$ cat config.mk
export PLATFORM = sky130hd
export DESIGN_NAME = slp_ctrl
export DESIGN_NICKNAME = d
export VERILOG_FILES = /design/src/pkg/slp_pkg.sv /design/src/verilog/slp_ctrl.sv
export VERILOG_INCLUDE_DIRS = /design/src /design/src/pkg
export SDC_FILE = /design/constraint.sdc
export NUM_CORES = 1
export LEC_CHECK = 0
export BUFFER_PORTS_ARGS = -buffer_cell sky130_fd_sc_hd__buf_2
export CAP_MARGIN = 10
export CELL_PAD_IN_SITES_DETAIL_PLACEMENT = 0
export CELL_PAD_IN_SITES_GLOBAL_PLACEMENT = 1
export CORE_MARGIN = 4
export CORE_UTILIZATION = 40
export CTS_BUF_LIST = sky130_fd_sc_hd__clkbuf_2
export DETAILED_ROUTE_END_ITERATION = 10
export PLACE_DENSITY_LB_ADDON = 0.2
export SLEW_MARGIN = 0
export SYNTH_ARGS = -nofsm -noshare
export SYNTH_HDL_FRONTEND = slang
export SYNTH_SLANG_ARGS = --single-unit
export TNS_END_PERCENT = 10
$ cat constraint.sdc
create_clock -name mclk -period 2.8 [get_ports mclk]
set_input_delay 0.56 -clock mclk [delete_from_list [all_inputs] [get_ports mclk]]
set_output_delay 0.56 -clock mclk [all_outputs]
set_load 0.1 [all_outputs]
$ cat src/pkg/slp_defines.svh
// Constants for the sleep-mode clock gating controller.
// Assumes a 40 MHz mclk; included by the design file only, not by the package.
// Notes on behaviour
// RL1 - Software sets sleep arm before the sleep instruction, else no sleep.
// RL2 - Interrupt wake: halt core four cycles past start-up, then handler.
// RL3 - Register file and SRAM contents are never disturbed by sleep.
// RL4 - Reset during sleep wakes device and restarts at reset vector.
// RL5 - Software brown-out disable: off after entry, back on at every wake.
// RL6 - After brown-out-off sleep, wake-up takes about 60 us.
// RL7 - Brown-out sleep-off is bit 6, one disables, resets to zero.
// RL8 - Brown-out sleep-off writes only through a timed enable sequence.
// RL9 - Brown-out disable applies only in power-down, save, standby modes.
// RL10 - Mode 000 is idle: CPU and flash clocks stop, rest runs.
// RL11 - Idle or noise reduction with converter enabled starts a conversion.
// RL12 - Mode 001 noise reduction: I/O, CPU, flash clocks stop.
// RL13 - Noise reduction wakes only from its listed sources.
// RL14 - Mode 010 power-down: oscillator and all generated clocks stop.
// RL15 - Power-down wakes only from its listed asynchronous sources.
// RL16 - Level wake dropped before start-up ends wakes without interrupt.
// RL17 - Power-down wake delayed by fuse-defined start-up time.
// RL18 - Mode 011 power-save: like power-down, enabled Timer2 keeps counting.
// RL19 - Power-save Timer2 wake needs matching mask bit and global enable.
// RL20 - Power-save stops unused Timer2 oscillator or main clock source.
// RL21 - Software should prefer power-down when Timer2 is idle.
// RL22 - Modes 110 and 111 standby keep oscillator, wake in six cycles.
// RL23 - Mode select in bits 3:1, sleep arm in bit 0, reset zero.
// RL24 - Reserved codes 100 and 101 behave as idle.
// RL25 - Wake-up re-enables every clock and oscillator no later than the core resumes.
`ifndef SLP_DEFINES_SVH
`define SLP_DEFINES_SVH
`define SLP_SE_BIT 0
`define SLP_SM_LSB 1
`define SLP_SM_MSB 3
`define SLP_CTRL_RST 8'h00
`define SLP_BROWNOUT_SLEEP_OFF_BIT 6
`define SLP_BODSE_BIT 5
`define SLP_MCU_RST 8'h00
`define SLP_CLK_MHZ 40
`define SLP_HALT_CYC 4
`define SLP_STARTUP_CYC 16
`define SLP_STBY_CYC 6
`define SLP_BOD_WAKE_NS 60000
`define SLP_BOD_WAKE_CYC ((`SLP_BOD_WAKE_NS * `SLP_CLK_MHZ) / 1000)
`define SLP_BODSE_WIN 4
`endif

$ cat src/pkg/slp_pkg.sv
// Types for the sleep-mode clock gating controller.
// Assumes the defines header sits beside it.
package slp_pkg;
   typedef enum logic [2:0]
   {
      SLP_IDLE = 3'h0,
      SLP_ADCNR = 3'h1,
      SLP_PDOWN = 3'h2,
      SLP_PSAVE = 3'h3,
      SLP_RES4 = 3'h4,
      SLP_RES5 = 3'h5,
      SLP_STBY = 3'h6,
      SLP_XSTBY = 3'h7
   } slp_mode_t;
   typedef enum logic [3:0]
   {
      ST_RUN = 4'h1,
      ST_SLEEP = 4'h2,
      ST_START = 4'h4,
      ST_HALT = 4'h8
   } slp_state_t;
endpackage : slp_pkg

$ cat src/verilog/slp_ctrl.sv
// Sleep controller: sleeps on the core's sleep strobe when armed, gates clock domains
// and oscillators, wakes on qualified sources. Assumes all inputs are
// synchronous to mclk and that wake sources are pre-enabled upstream.
`timescale 1ns/1ps
`default_nettype none
`include "slp_defines.svh"
module slp_ctrl
   import slp_pkg::*;
#(
   parameter int unsigned STARTUP_CYC = `SLP_STARTUP_CYC,
   parameter int unsigned BOD_WAKE_CYC = `SLP_BOD_WAKE_CYC
)
(
   input wire logic mclk,
   input wire logic rst_b,
   input wire logic ctrlWrEn,
   input wire logic [7:0] ctrlWrData,
   input wire logic mcuWrEn,
   input wire logic [7:0] mcuWrData,
   input wire logic sleepInstr,
   input wire logic extCrystal,
   input wire logic adcEnabled,
   input wire logic t2Enabled,
   input wire logic t2Async,
   input wire logic t2SyncClk,
   input wire logic globalIrqEn,
   input wire logic [1:0] t2IrqMask,
   input wire logic [1:0] t2Event,
   input wire logic extLevelIrq,
   input wire logic pinChangeIrq,
   input wire logic twoWireMatch,
   input wire logic watchdogIrq,
   input wire logic adcDoneIrq,
   input wire logic selfProgReady,
   input wire logic otherIoIrq,
   input wire logic wakeReset,
   output logic [7:0] sleepCtrlRd,
   output logic [7:0] mcuCtrlRd,
   output logic cpuClkEn,
   output logic flashClkEn,
   output logic ioClkEn,
   output logic adcClkEn,
   output logic asyClkEn,
   output logic mainOscEn,
   output logic timerOscEn,
   output logic bodEn,
   output logic adcStart,
   output logic coreHalt,
   output logic irqDeliver,
   output logic resetVector,
   output logic sleeping
);

   typedef struct packed {
      slp_state_t st;
      logic [2:0] mode;
      logic arm;
      logic brownout_sleep_off;
      logic bodse;
      logic [2:0] seWin;
      logic bodOff;
      logic fromReset;
      logic levelWake;
      logic [15:0] cnt;
      logic [7:0] sleepCtrlRd;
      logic [7:0] mcuCtrlRd;
      logic [7:0] clk;
      logic adcStart;
      logic coreHalt;
      logic irqDeliver;
      logic resetVector;
      logic sleeping;
   } slp_ctrl_t;

   slp_ctrl_t cur_ff;
   slp_ctrl_t nxt_cur;
   slp_mode_t mode;
   logic deep;
   logic wakeAny;
   logic baseWake;
   logic irqWake;

   assign mode = slp_mode_t'(cur_ff.mode);
   // Modes where software brown-out disable is honoured
   assign deep = (mode == SLP_PDOWN) || (mode == SLP_PSAVE) ||
                 (mode == SLP_STBY) || (mode == SLP_XSTBY); // RL9

   // ---------------------------------------------------------------
   // Wake qualification per mode
   // ---------------------------------------------------------------
   always_comb
   begin
      // Asynchronous sources wake every mode
      baseWake = extLevelIrq || pinChangeIrq || twoWireMatch || watchdogIrq;
      case (mode)
         SLP_ADCNR:
            irqWake = baseWake || adcDoneIrq || selfProgReady ||
                      (t2Async && |t2Event); // RL13
         SLP_PDOWN, SLP_STBY:
            irqWake = baseWake; // RL15
         SLP_PSAVE, SLP_XSTBY:
            irqWake = baseWake || (globalIrqEn && |(t2Event & t2IrqMask)); // RL18 RL19
         default:
            irqWake = baseWake || adcDoneIrq || selfProgReady || otherIoIrq ||
                      |t2Event; // RL10 RL24
      endcase
      wakeAny = irqWake || wakeReset;
   end

   // ---------------------------------------------------------------
   // Next-state logic
   // ---------------------------------------------------------------
   always_comb
   begin
      nxt_cur = cur_ff;
      nxt_cur.adcStart = 1'b0;
      nxt_cur.irqDeliver = 1'b0;
      nxt_cur.resetVector = 1'b0;
      if (cur_ff.seWin != 3'h0)
      begin
         nxt_cur.seWin = cur_ff.seWin - 3'h1;
      end
      if (nxt_cur.seWin == 3'h0)
      begin
         nxt_cur.bodse = 1'b0;
      end
      if (ctrlWrEn)
      begin
         nxt_cur.arm = ctrlWrData[`SLP_SE_BIT]; // RL23
         nxt_cur.mode = ctrlWrData[`SLP_SM_MSB:`SLP_SM_LSB];
      end
      if (mcuWrEn)
      begin
         // Timed sequence: enable and bit together, then bit alone in window
         if (mcuWrData[`SLP_BROWNOUT_SLEEP_OFF_BIT] && mcuWrData[`SLP_BODSE_BIT])
         begin
            nxt_cur.bodse = 1'b1;
            nxt_cur.seWin = 3'(`SLP_BODSE_WIN); // RL8
         end
         else if (cur_ff.bodse)
         begin
            nxt_cur.brownout_sleep_off = mcuWrData[`SLP_BROWNOUT_SLEEP_OFF_BIT]; // RL7 RL8
            nxt_cur.bodse = 1'b0;
            nxt_cur.seWin = 3'h0;
         end
      end
      case (cur_ff.st)
         ST_RUN:
         begin
            // Clock bits: cpu flash io adc asy main timer bod
            nxt_cur.clk = 8'hff;
            if (sleepInstr && cur_ff.arm) // RL1
            begin
               nxt_cur.st = ST_SLEEP;
               nxt_cur.sleeping = 1'b1;
               nxt_cur.coreHalt = 1'b1;
               nxt_cur.bodOff = 1'b0;
               case (mode)
                  SLP_ADCNR:
                  begin
                     nxt_cur.clk = {3'b000, 1'b1, 1'b1, 1'b1, t2Async, 1'b1}; // RL12
                     nxt_cur.adcStart = adcEnabled; // RL11
                  end
                  SLP_PDOWN:
                     nxt_cur.clk = 8'h01; // RL14
                  SLP_PSAVE:
                     nxt_cur.clk = {4'h0, t2Async, t2Enabled && t2SyncClk,
                                    t2Async, 1'b1}; // RL20
                  // Standby codes assume a crystal source; extCrystal is not checked
                  SLP_STBY:
                     nxt_cur.clk = 8'h05; // RL22
                  SLP_XSTBY:
                     nxt_cur.clk = {4'h0, t2Async, 1'b1, t2Async, 1'b1}; // RL22
                  default:
                  begin
                     nxt_cur.clk = {2'b00, 6'h3f}; // RL10 RL24
                     nxt_cur.adcStart = adcEnabled; // RL11
                  end
               endcase
               // Brown-out switched off right after entry when eligible
               if (cur_ff.brownout_sleep_off && deep)
               begin
                  nxt_cur.clk[0] = 1'b0; // RL5
                  nxt_cur.bodOff = 1'b1;
               end
            end
         end
         ST_SLEEP:
         begin
            if (wakeAny)
            begin
               nxt_cur.st = ST_START;
               nxt_cur.fromReset = wakeReset;
               nxt_cur.levelWake = irqWake;
               nxt_cur.clk[0] = 1'b1; // RL5
               if (cur_ff.bodOff)
               begin
                  nxt_cur.cnt = 16'(BOD_WAKE_CYC); // RL6
               end
               else if ((mode == SLP_PDOWN) || (mode == SLP_PSAVE))
               begin
                  nxt_cur.cnt = 16'(STARTUP_CYC); // RL17
               end
               else if ((mode == SLP_STBY) || (mode == SLP_XSTBY))
               begin
                  nxt_cur.cnt = 16'(`SLP_STBY_CYC); // RL22
               end
               else
               begin
                  nxt_cur.cnt = 16'h0001;
               end
               // Restart oscillators first so they settle during the count
               nxt_cur.clk[2] = 1'b1;
               nxt_cur.clk[1] = 1'b1;
            end
         end
         ST_START:
         begin
            if (cur_ff.cnt > 16'h0001)
            begin
               nxt_cur.cnt = cur_ff.cnt - 16'h0001;
            end
            else
            begin
               nxt_cur.clk = 8'hff; // RL25
               nxt_cur.bodOff = 1'b0;
               if (cur_ff.fromReset)
               begin
                  nxt_cur.st = ST_RUN;
                  nxt_cur.coreHalt = 1'b0;
                  nxt_cur.sleeping = 1'b0;
                  nxt_cur.resetVector = 1'b1; // RL4
                  nxt_cur.arm = 1'b0;
                  nxt_cur.mode = 3'h0;
                  nxt_cur.brownout_sleep_off = 1'b0;
               end
               else
               begin
                  nxt_cur.st = ST_HALT;
                  nxt_cur.cnt = 16'(`SLP_HALT_CYC); // RL2
                  // Level source must still be present at end of start-up
                  nxt_cur.levelWake = irqWake; // RL16
               end
            end
         end
         ST_HALT:
         begin
            if (cur_ff.cnt > 16'h0001)
            begin
               nxt_cur.cnt = cur_ff.cnt - 16'h0001;
            end
            else
            begin
               nxt_cur.st = ST_RUN;
               nxt_cur.coreHalt = 1'b0;
               nxt_cur.sleeping = 1'b0;
               nxt_cur.irqDeliver = cur_ff.levelWake; // RL2 RL16
            end
         end
         default:
            nxt_cur.st = ST_RUN;
      endcase
      // Register file and SRAM live outside; only clocks are gated, no clear
      nxt_cur.sleepCtrlRd = {4'h0, nxt_cur.mode, nxt_cur.arm}; // RL3 RL23
      nxt_cur.mcuCtrlRd = {1'b0, nxt_cur.brownout_sleep_off, nxt_cur.bodse, 5'h00};
   end

   // ---------------------------------------------------------------
   // State register
   // ---------------------------------------------------------------
   always_ff @(posedge mclk)
   begin
      if (!rst_b)
      begin
         cur_ff <= '0;
         cur_ff.st <= ST_RUN;
         cur_ff.clk <= 8'hff;
         cur_ff.sleepCtrlRd <= `SLP_CTRL_RST;
         cur_ff.mcuCtrlRd <= `SLP_MCU_RST;
      end
      else
      begin
         cur_ff <= nxt_cur;
      end
   end

   assign sleepCtrlRd = cur_ff.sleepCtrlRd;
   assign mcuCtrlRd = cur_ff.mcuCtrlRd;
   assign cpuClkEn = cur_ff.clk[7];
   assign flashClkEn = cur_ff.clk[6];
   assign ioClkEn = cur_ff.clk[5];
   assign adcClkEn = cur_ff.clk[4];
   assign asyClkEn = cur_ff.clk[3];
   assign mainOscEn = cur_ff.clk[2];
   assign timerOscEn = cur_ff.clk[1];
   assign bodEn = cur_ff.clk[0];
   assign adcStart = cur_ff.adcStart;
   assign coreHalt = cur_ff.coreHalt;
   assign irqDeliver = cur_ff.irqDeliver;
   assign resetVector = cur_ff.resetVector;
   assign sleeping = cur_ff.sleeping;

endmodule : slp_ctrl
`default_nettype wire

Word level (Yosys, flattened, before mapping). Index checks and enable logic that the tools add are counted.

Flip-flop bits (word level): 61.

Reductions and logical operators: 43. Bitwise operators: 6. Muxes and demuxes: 46. $add $sub $neg: 2. Eq/ne operators: 17. Magnitude comparators: 1.

Operators with widths (count): $mux 16 (4); $pmux 16 s3 (1); $pmux 6 s5 (1); $mux 4 (6); $mux 5 (4); $mux 18 (1); $mux 17 (1); $gt 16x1->1 const B (1); $pmux 4 s4 (1); $sub 16x1->16 const B (1); $logic_or 1x1->1 (14); $ne 2x2->1 const B (7); $mux 1 (12); $reduce_and 4->1 (3); $reduce_bool 3->1 (4); $mux 10 (1); $pmux 5 s2 (1); $mux 3 (3); $mux 9 (1); $pmux 1 s3 (3); $pmux 3 s3 (1); $mux 8 (1); $reduce_or 2->1 (4); $reduce_or 7->1 (1); 21 further kinds (38).

Depth between registers and ports, before layout.
Word-level depth: 11. Depth in mapped cells: 8. Mapped depth without buffers: 7.

Worst setup path after synthesis. OpenSTA, ideal clock, no wires.

Kind: input to register. Start point: in pinChangeIrq. End point: reg cur_ff[47] (netlist name). Cell stages on the path: 6. Data arrival time: 1.999 ns. Setup slack: 0.686 ns. Path buffers: 0. Cell sequence: nor4_1 o221ai_1 nor4_2 nor4_4 and4_1 o21a_1.

RTL lines: start, declared (line slp_ctrl.sv:30) `input wire logic pinChangeIrq,`; end signal, assigned (line slp_ctrl.sv:283) `cur_ff <= nxt_cur;`; end, declared (line slp_ctrl.sv:75) `slp_ctrl_t cur_ff;`.

Final worst setup path.
Start point: reg cur_ff, in the netlist mode[1]. End point: reg cur_ff, in the netlist bodEn.

Word-level cells in the longest chain between the ends: 8. Elaborated cells between the ends (all ways): 18. Those cells by class: eq/ne (6); mux (4); reduce/logical (8).

RTL lines: $eq 3x2->1 (line slp_ctrl.sv:85, slp_ctrl.sv:95); $logic_or 1x1->1 (2 in series) (line slp_ctrl.sv:85) `assign deep = (mode == SLP_PDOWN) || (mode == SLP_PSAVE) ||`; $logic_or 1x1->1 (line slp_ctrl.sv:86) `(mode == SLP_STBY) || (mode == SLP_XSTBY);`; $logic_and 1x1->1 (line slp_ctrl.sv:181) `if (cur_ff.brownout_sleep_off && deep)`; $mux 1 (line slp_ctrl.sv:181); $mux 10 (line slp_ctrl.sv:152) `if (sleepInstr && cur_ff.arm)`; $pmux 3 s3 (line slp_ctrl.sv:147) `case (cur_ff.st)`.

Parallel ways exist; a longest one is shown, timed or not. The select of a mux whose other input is x is not followed. A chain may end at the register's enable or synchronous reset.

==> summary.md <==
| Metric | Value |
|---|---|
| Final setup vio count | `0` |
| Final WL | `approximately 6.6 mm` |
| Starting Density | `40.88%` |
| CTS tree | `done` |
| Post-synth top flop | `dfxtp_1` |
| Half-perimeter wire length after placement | `roughly 4.8 mm` |
| GPL Wtd Cong | `0.7904` |
| Number of distinct library cells after synthesis | `65` |
| Post-Route Utilization | `between 40% and 50%` |
| Worst skew pair latency | `between 0.4 and 0.5 ns` |
| Worst-margin pin slew | `roughly 0.59 ns` |
| Placed insts | `between 400 and 500` |
| Maximum vdd drop | `around 0.00044 V` |
| Critical Path Source Type | `flop` |
| Syn avg cell area | `8.066 sq um` |
| Yosys warning count | `0` |
| Setup Buffers After CTS | `0` |
| Post-route ant nets | `0` |
| PortBufs | `46` |
| H-tree depth | `2` |
| First-pass GRT wire length | `between 10 and 15 mm` |
| Minimum clock period after layout | `2.244 ns` |
| Setup tns final | `0 ns` |
| Finished Layout Cells | `approximately 440` |
| Slew margin rel. | `roughly three fifths` |
| Largest register by flop count | `cur_ff` |
| Synth async-reset ratio | `0%` |
| HP Class | `input port to flop` |
| Most frequent cells in the layout | `46 x buf_2, 44 x dfxtp_1, 36 x nor2_1` |
| Area occupied by multi-input gates | `0.001494 sq mm` |
| FF-to-FF Start | `mode[1]$_SDFF_PN0_` |
| WP data required | `around 3.1 ns` |
| Clock root buffer | `clkbuf_2` |
| FF-to-FF path depth | `7` |
| Syn Inst Count | `320` |
| Seq/Total Area, Yosys | `between 30% and 40%` |
| Row count | `29` |
| Vias | `2427` |
| CTS resizes | `0` |
| Post-CTS Hold Fix Bufs | `0` |
| Data arrival, critical path | `~2.6 ns` |
| # fillers | `~670` |
| TritonCTS Buffers | `5` |
| Die span in y | `88.33 um` |
| GRT Total Usage | `18.14%` |
| Initial antenna violation count | `0` |
| PD cells | `roughly 490 mW/mm^2` |
| Worst setup EP type | `flop` |
| R2r setup slk | `approximately 0.56 ns` |
| Setup CP Type | `flop to flop` |
| Max Freq | `about 0.45 GHz` |
| Clk_skew | `between 0.03 and 0.04 ns` |
| RSZ-0062 raised after global routing | `false` |
| Worst hold stages | `3` |
| Pre-CTS setup slack | `0.3679 ns` |
| Largest net degree at the start of global routing | `27` |
| Worst stage delay on the critical path | `roughly 0.62 ns` |
| Clock sink count | `between 40 and 50` |
| Residual DRC | `0` |
| Drt initial violations | `141` |
| Final period util | `between 80% and 90%` |
| RR Endpoint | `bodEn$_SDFFE_PN1P_` |
| Post-detailed-route via-to-cell ratio | `~5.6` |
| Status | `completed` |
| CTS clock-pin slew for the worst setup and hold paths | `roughly 0.24 ns` |
| Syn Std Cell Area | `about 0.0026 sq mm` |
| Max-Cap Viols | `0` |
| Hold Fails Final Rpt | `0` |
| Max FO, Critical Path | `12` |
| Io pins | `between 60 and 70` |
| LEAKAGE | `between 1 and 1.5 nW` |
| Area growth syn-to-layout | `11.10%` |
| NumNets Final | `400` |
| Max reg flops | `27` |
| Drt pass-1 iters | `4` |
| Total global routing overflow | `0` |
| Sequential cell area | `~880 sq um` |
| Core area | `approximately 0.0063 sq mm` |
| Worst setup margin | `0.5558 ns` |
| Die ar. | `between 0.007 and 0.008 sq mm` |
| Crit-path cells | `nand3_1, o221ai_1, nor4_2, buf_4, nor4_4, and4_1, o21ai_0` |
| Fin area | `0.002868 sq mm` |
| Antenna cells | `0` |
| Seq cells post-synth | `44` |
| Vias in the first global route | `between 2000 and 2500` |
| Share of cells above drive strength 1 | `22.63%` |
| Hold_ws | `~0.33 ns` |
| CTS max path bufs | `2` |
| DR WL/cell | `15.20 um` |
| Final Total Pwr | `~1.4 mW` |
| Hold_sp | `adcEnabled` |
| Die W | `roughly 88 um` |
| Slew Limit Fails | `0` |
| Worst Hold Path EP | `adcStart$_SDFF_PP0_` |
| Max stage delay cell, worst path | `dfxtp_1` |
| Number of synthesized flops with an enable pin | `0` |
| Commonest non-fill, non-tap cell in the layout | `buf_2` |
| Placed instance area | `between 0.002 and 0.003 sq mm` |
-- worst max-delay path by stage --
stage	start	endpoint	slack (ns)
after floorplan	pinChangeIrq	cur_ff[47]$_SDFFE_PN0P_	0.69
after global placement	pinChangeIrq	cur_ff[34]$_SDFFE_PN0P_	0.37
after detailed placement	t2Event[0]	bodEn$_SDFFE_PN1P_	0.37
after CTS	mode[1]$_SDFF_PN0_	bodEn$_SDFFE_PN1P_	0.52
after global routing	mode[1]$_SDFF_PN0_	bodEn$_SDFFE_PN1P_	0.20
final	mode[1]$_SDFF_PN0_	bodEn$_SDFFE_PN1P_	0.56
-- power breakdown --
part | internal, mW | switching [mW]
combinational | 0.108 | 0.240
sequential | 0.656 | 0.0329
clock | 0.154 | 0.215
-- area by class of cell --
class	instances	share of cell area, %
Inverter	11	1.440
Timing Repair Buffer	54	10.12
Tap cell	77	3.360
Multi-Input combinational cell	241	52.09
Clock inverter	2	1.222
Clock buffer	6	1.047
Sequential cell	44	30.72
-- critical path, delay by kind of cell (launching register included) --
kind | cells | cell delay [ns]
AOI/OAI and AO/OA | 2 | 0.46
buffers and inverters | 1 | 0.18
DFF | 1 | 0.62
and+or+nand+nor | 4 | 0.89
-- cell families after synthesis --
group | Yosys count | synth area share, %
adders and majority gates | 4 | 1.939
and+or+nand+nor | 116 | 23.80
xor gates and xnor gates | 4 | 1.357
muxes | 7 | 2.763
AOI/OAI and AO/OA | 100 | 26.56
other | 1 | 0.1453
buffers and inverters | 44 | 9.306
DFF | 44 | 34.12
-- synth_stat cells (3+ instances only) --
| cell | n | area [sq um] |
|---|---|---|
| a31oi_1 | 6 | 37.54 |
| a21oi_2 | 3 | 26.28 |
| and3_1 | 4 | 25.02 |
| xnor2_1 | 4 | 35.03 |
| o2111ai_1 | 3 | 26.28 |
| nor2b_1 | 4 | 25.02 |
| o21ai_0 | 23 | 115.1 |
| nor4_1 | 5 | 31.28 |
| inv_1 | 10 | 37.54 |
| nor2_1 | 36 | 135.1 |
| nand2_1 | 23 | 86.33 |
| buf_4 | 18 | 135.1 |
| ha_1 | 4 | 50.05 |
| mux2i_1 | 6 | 60.06 |
| nand2b_1 | 3 | 18.77 |
| nor3_1 | 13 | 65.06 |
| o21a_1 | 4 | 30.03 |
| a21oi_1 | 19 | 95.09 |
| o31ai_1 | 3 | 22.52 |
| a211oi_1 | 3 | 22.52 |
| a22oi_1 | 3 | 22.52 |
| buf_2 | 5 | 25.02 |
| nand3_1 | 10 | 50.05 |
| o21ai_1 | 4 | 20.02 |
| clkbuf_1 | 8 | 30.03 |
| dfxtp_1 | 44 | 880.8 |
| a311oi_1 | 4 | 35.03 |
-- routing by layer --
| metal | wire length [um] | track usage (%) |
|---|---|---|
| met1 | 3148 | 24.93 |
| met2 | 3111 | 28.82 |
| met4 | 98 | 5.907 |
| met3 | 254 | 3.259 |
| met5 | 0 | 0 |
(Power assumes the default switching activity.)
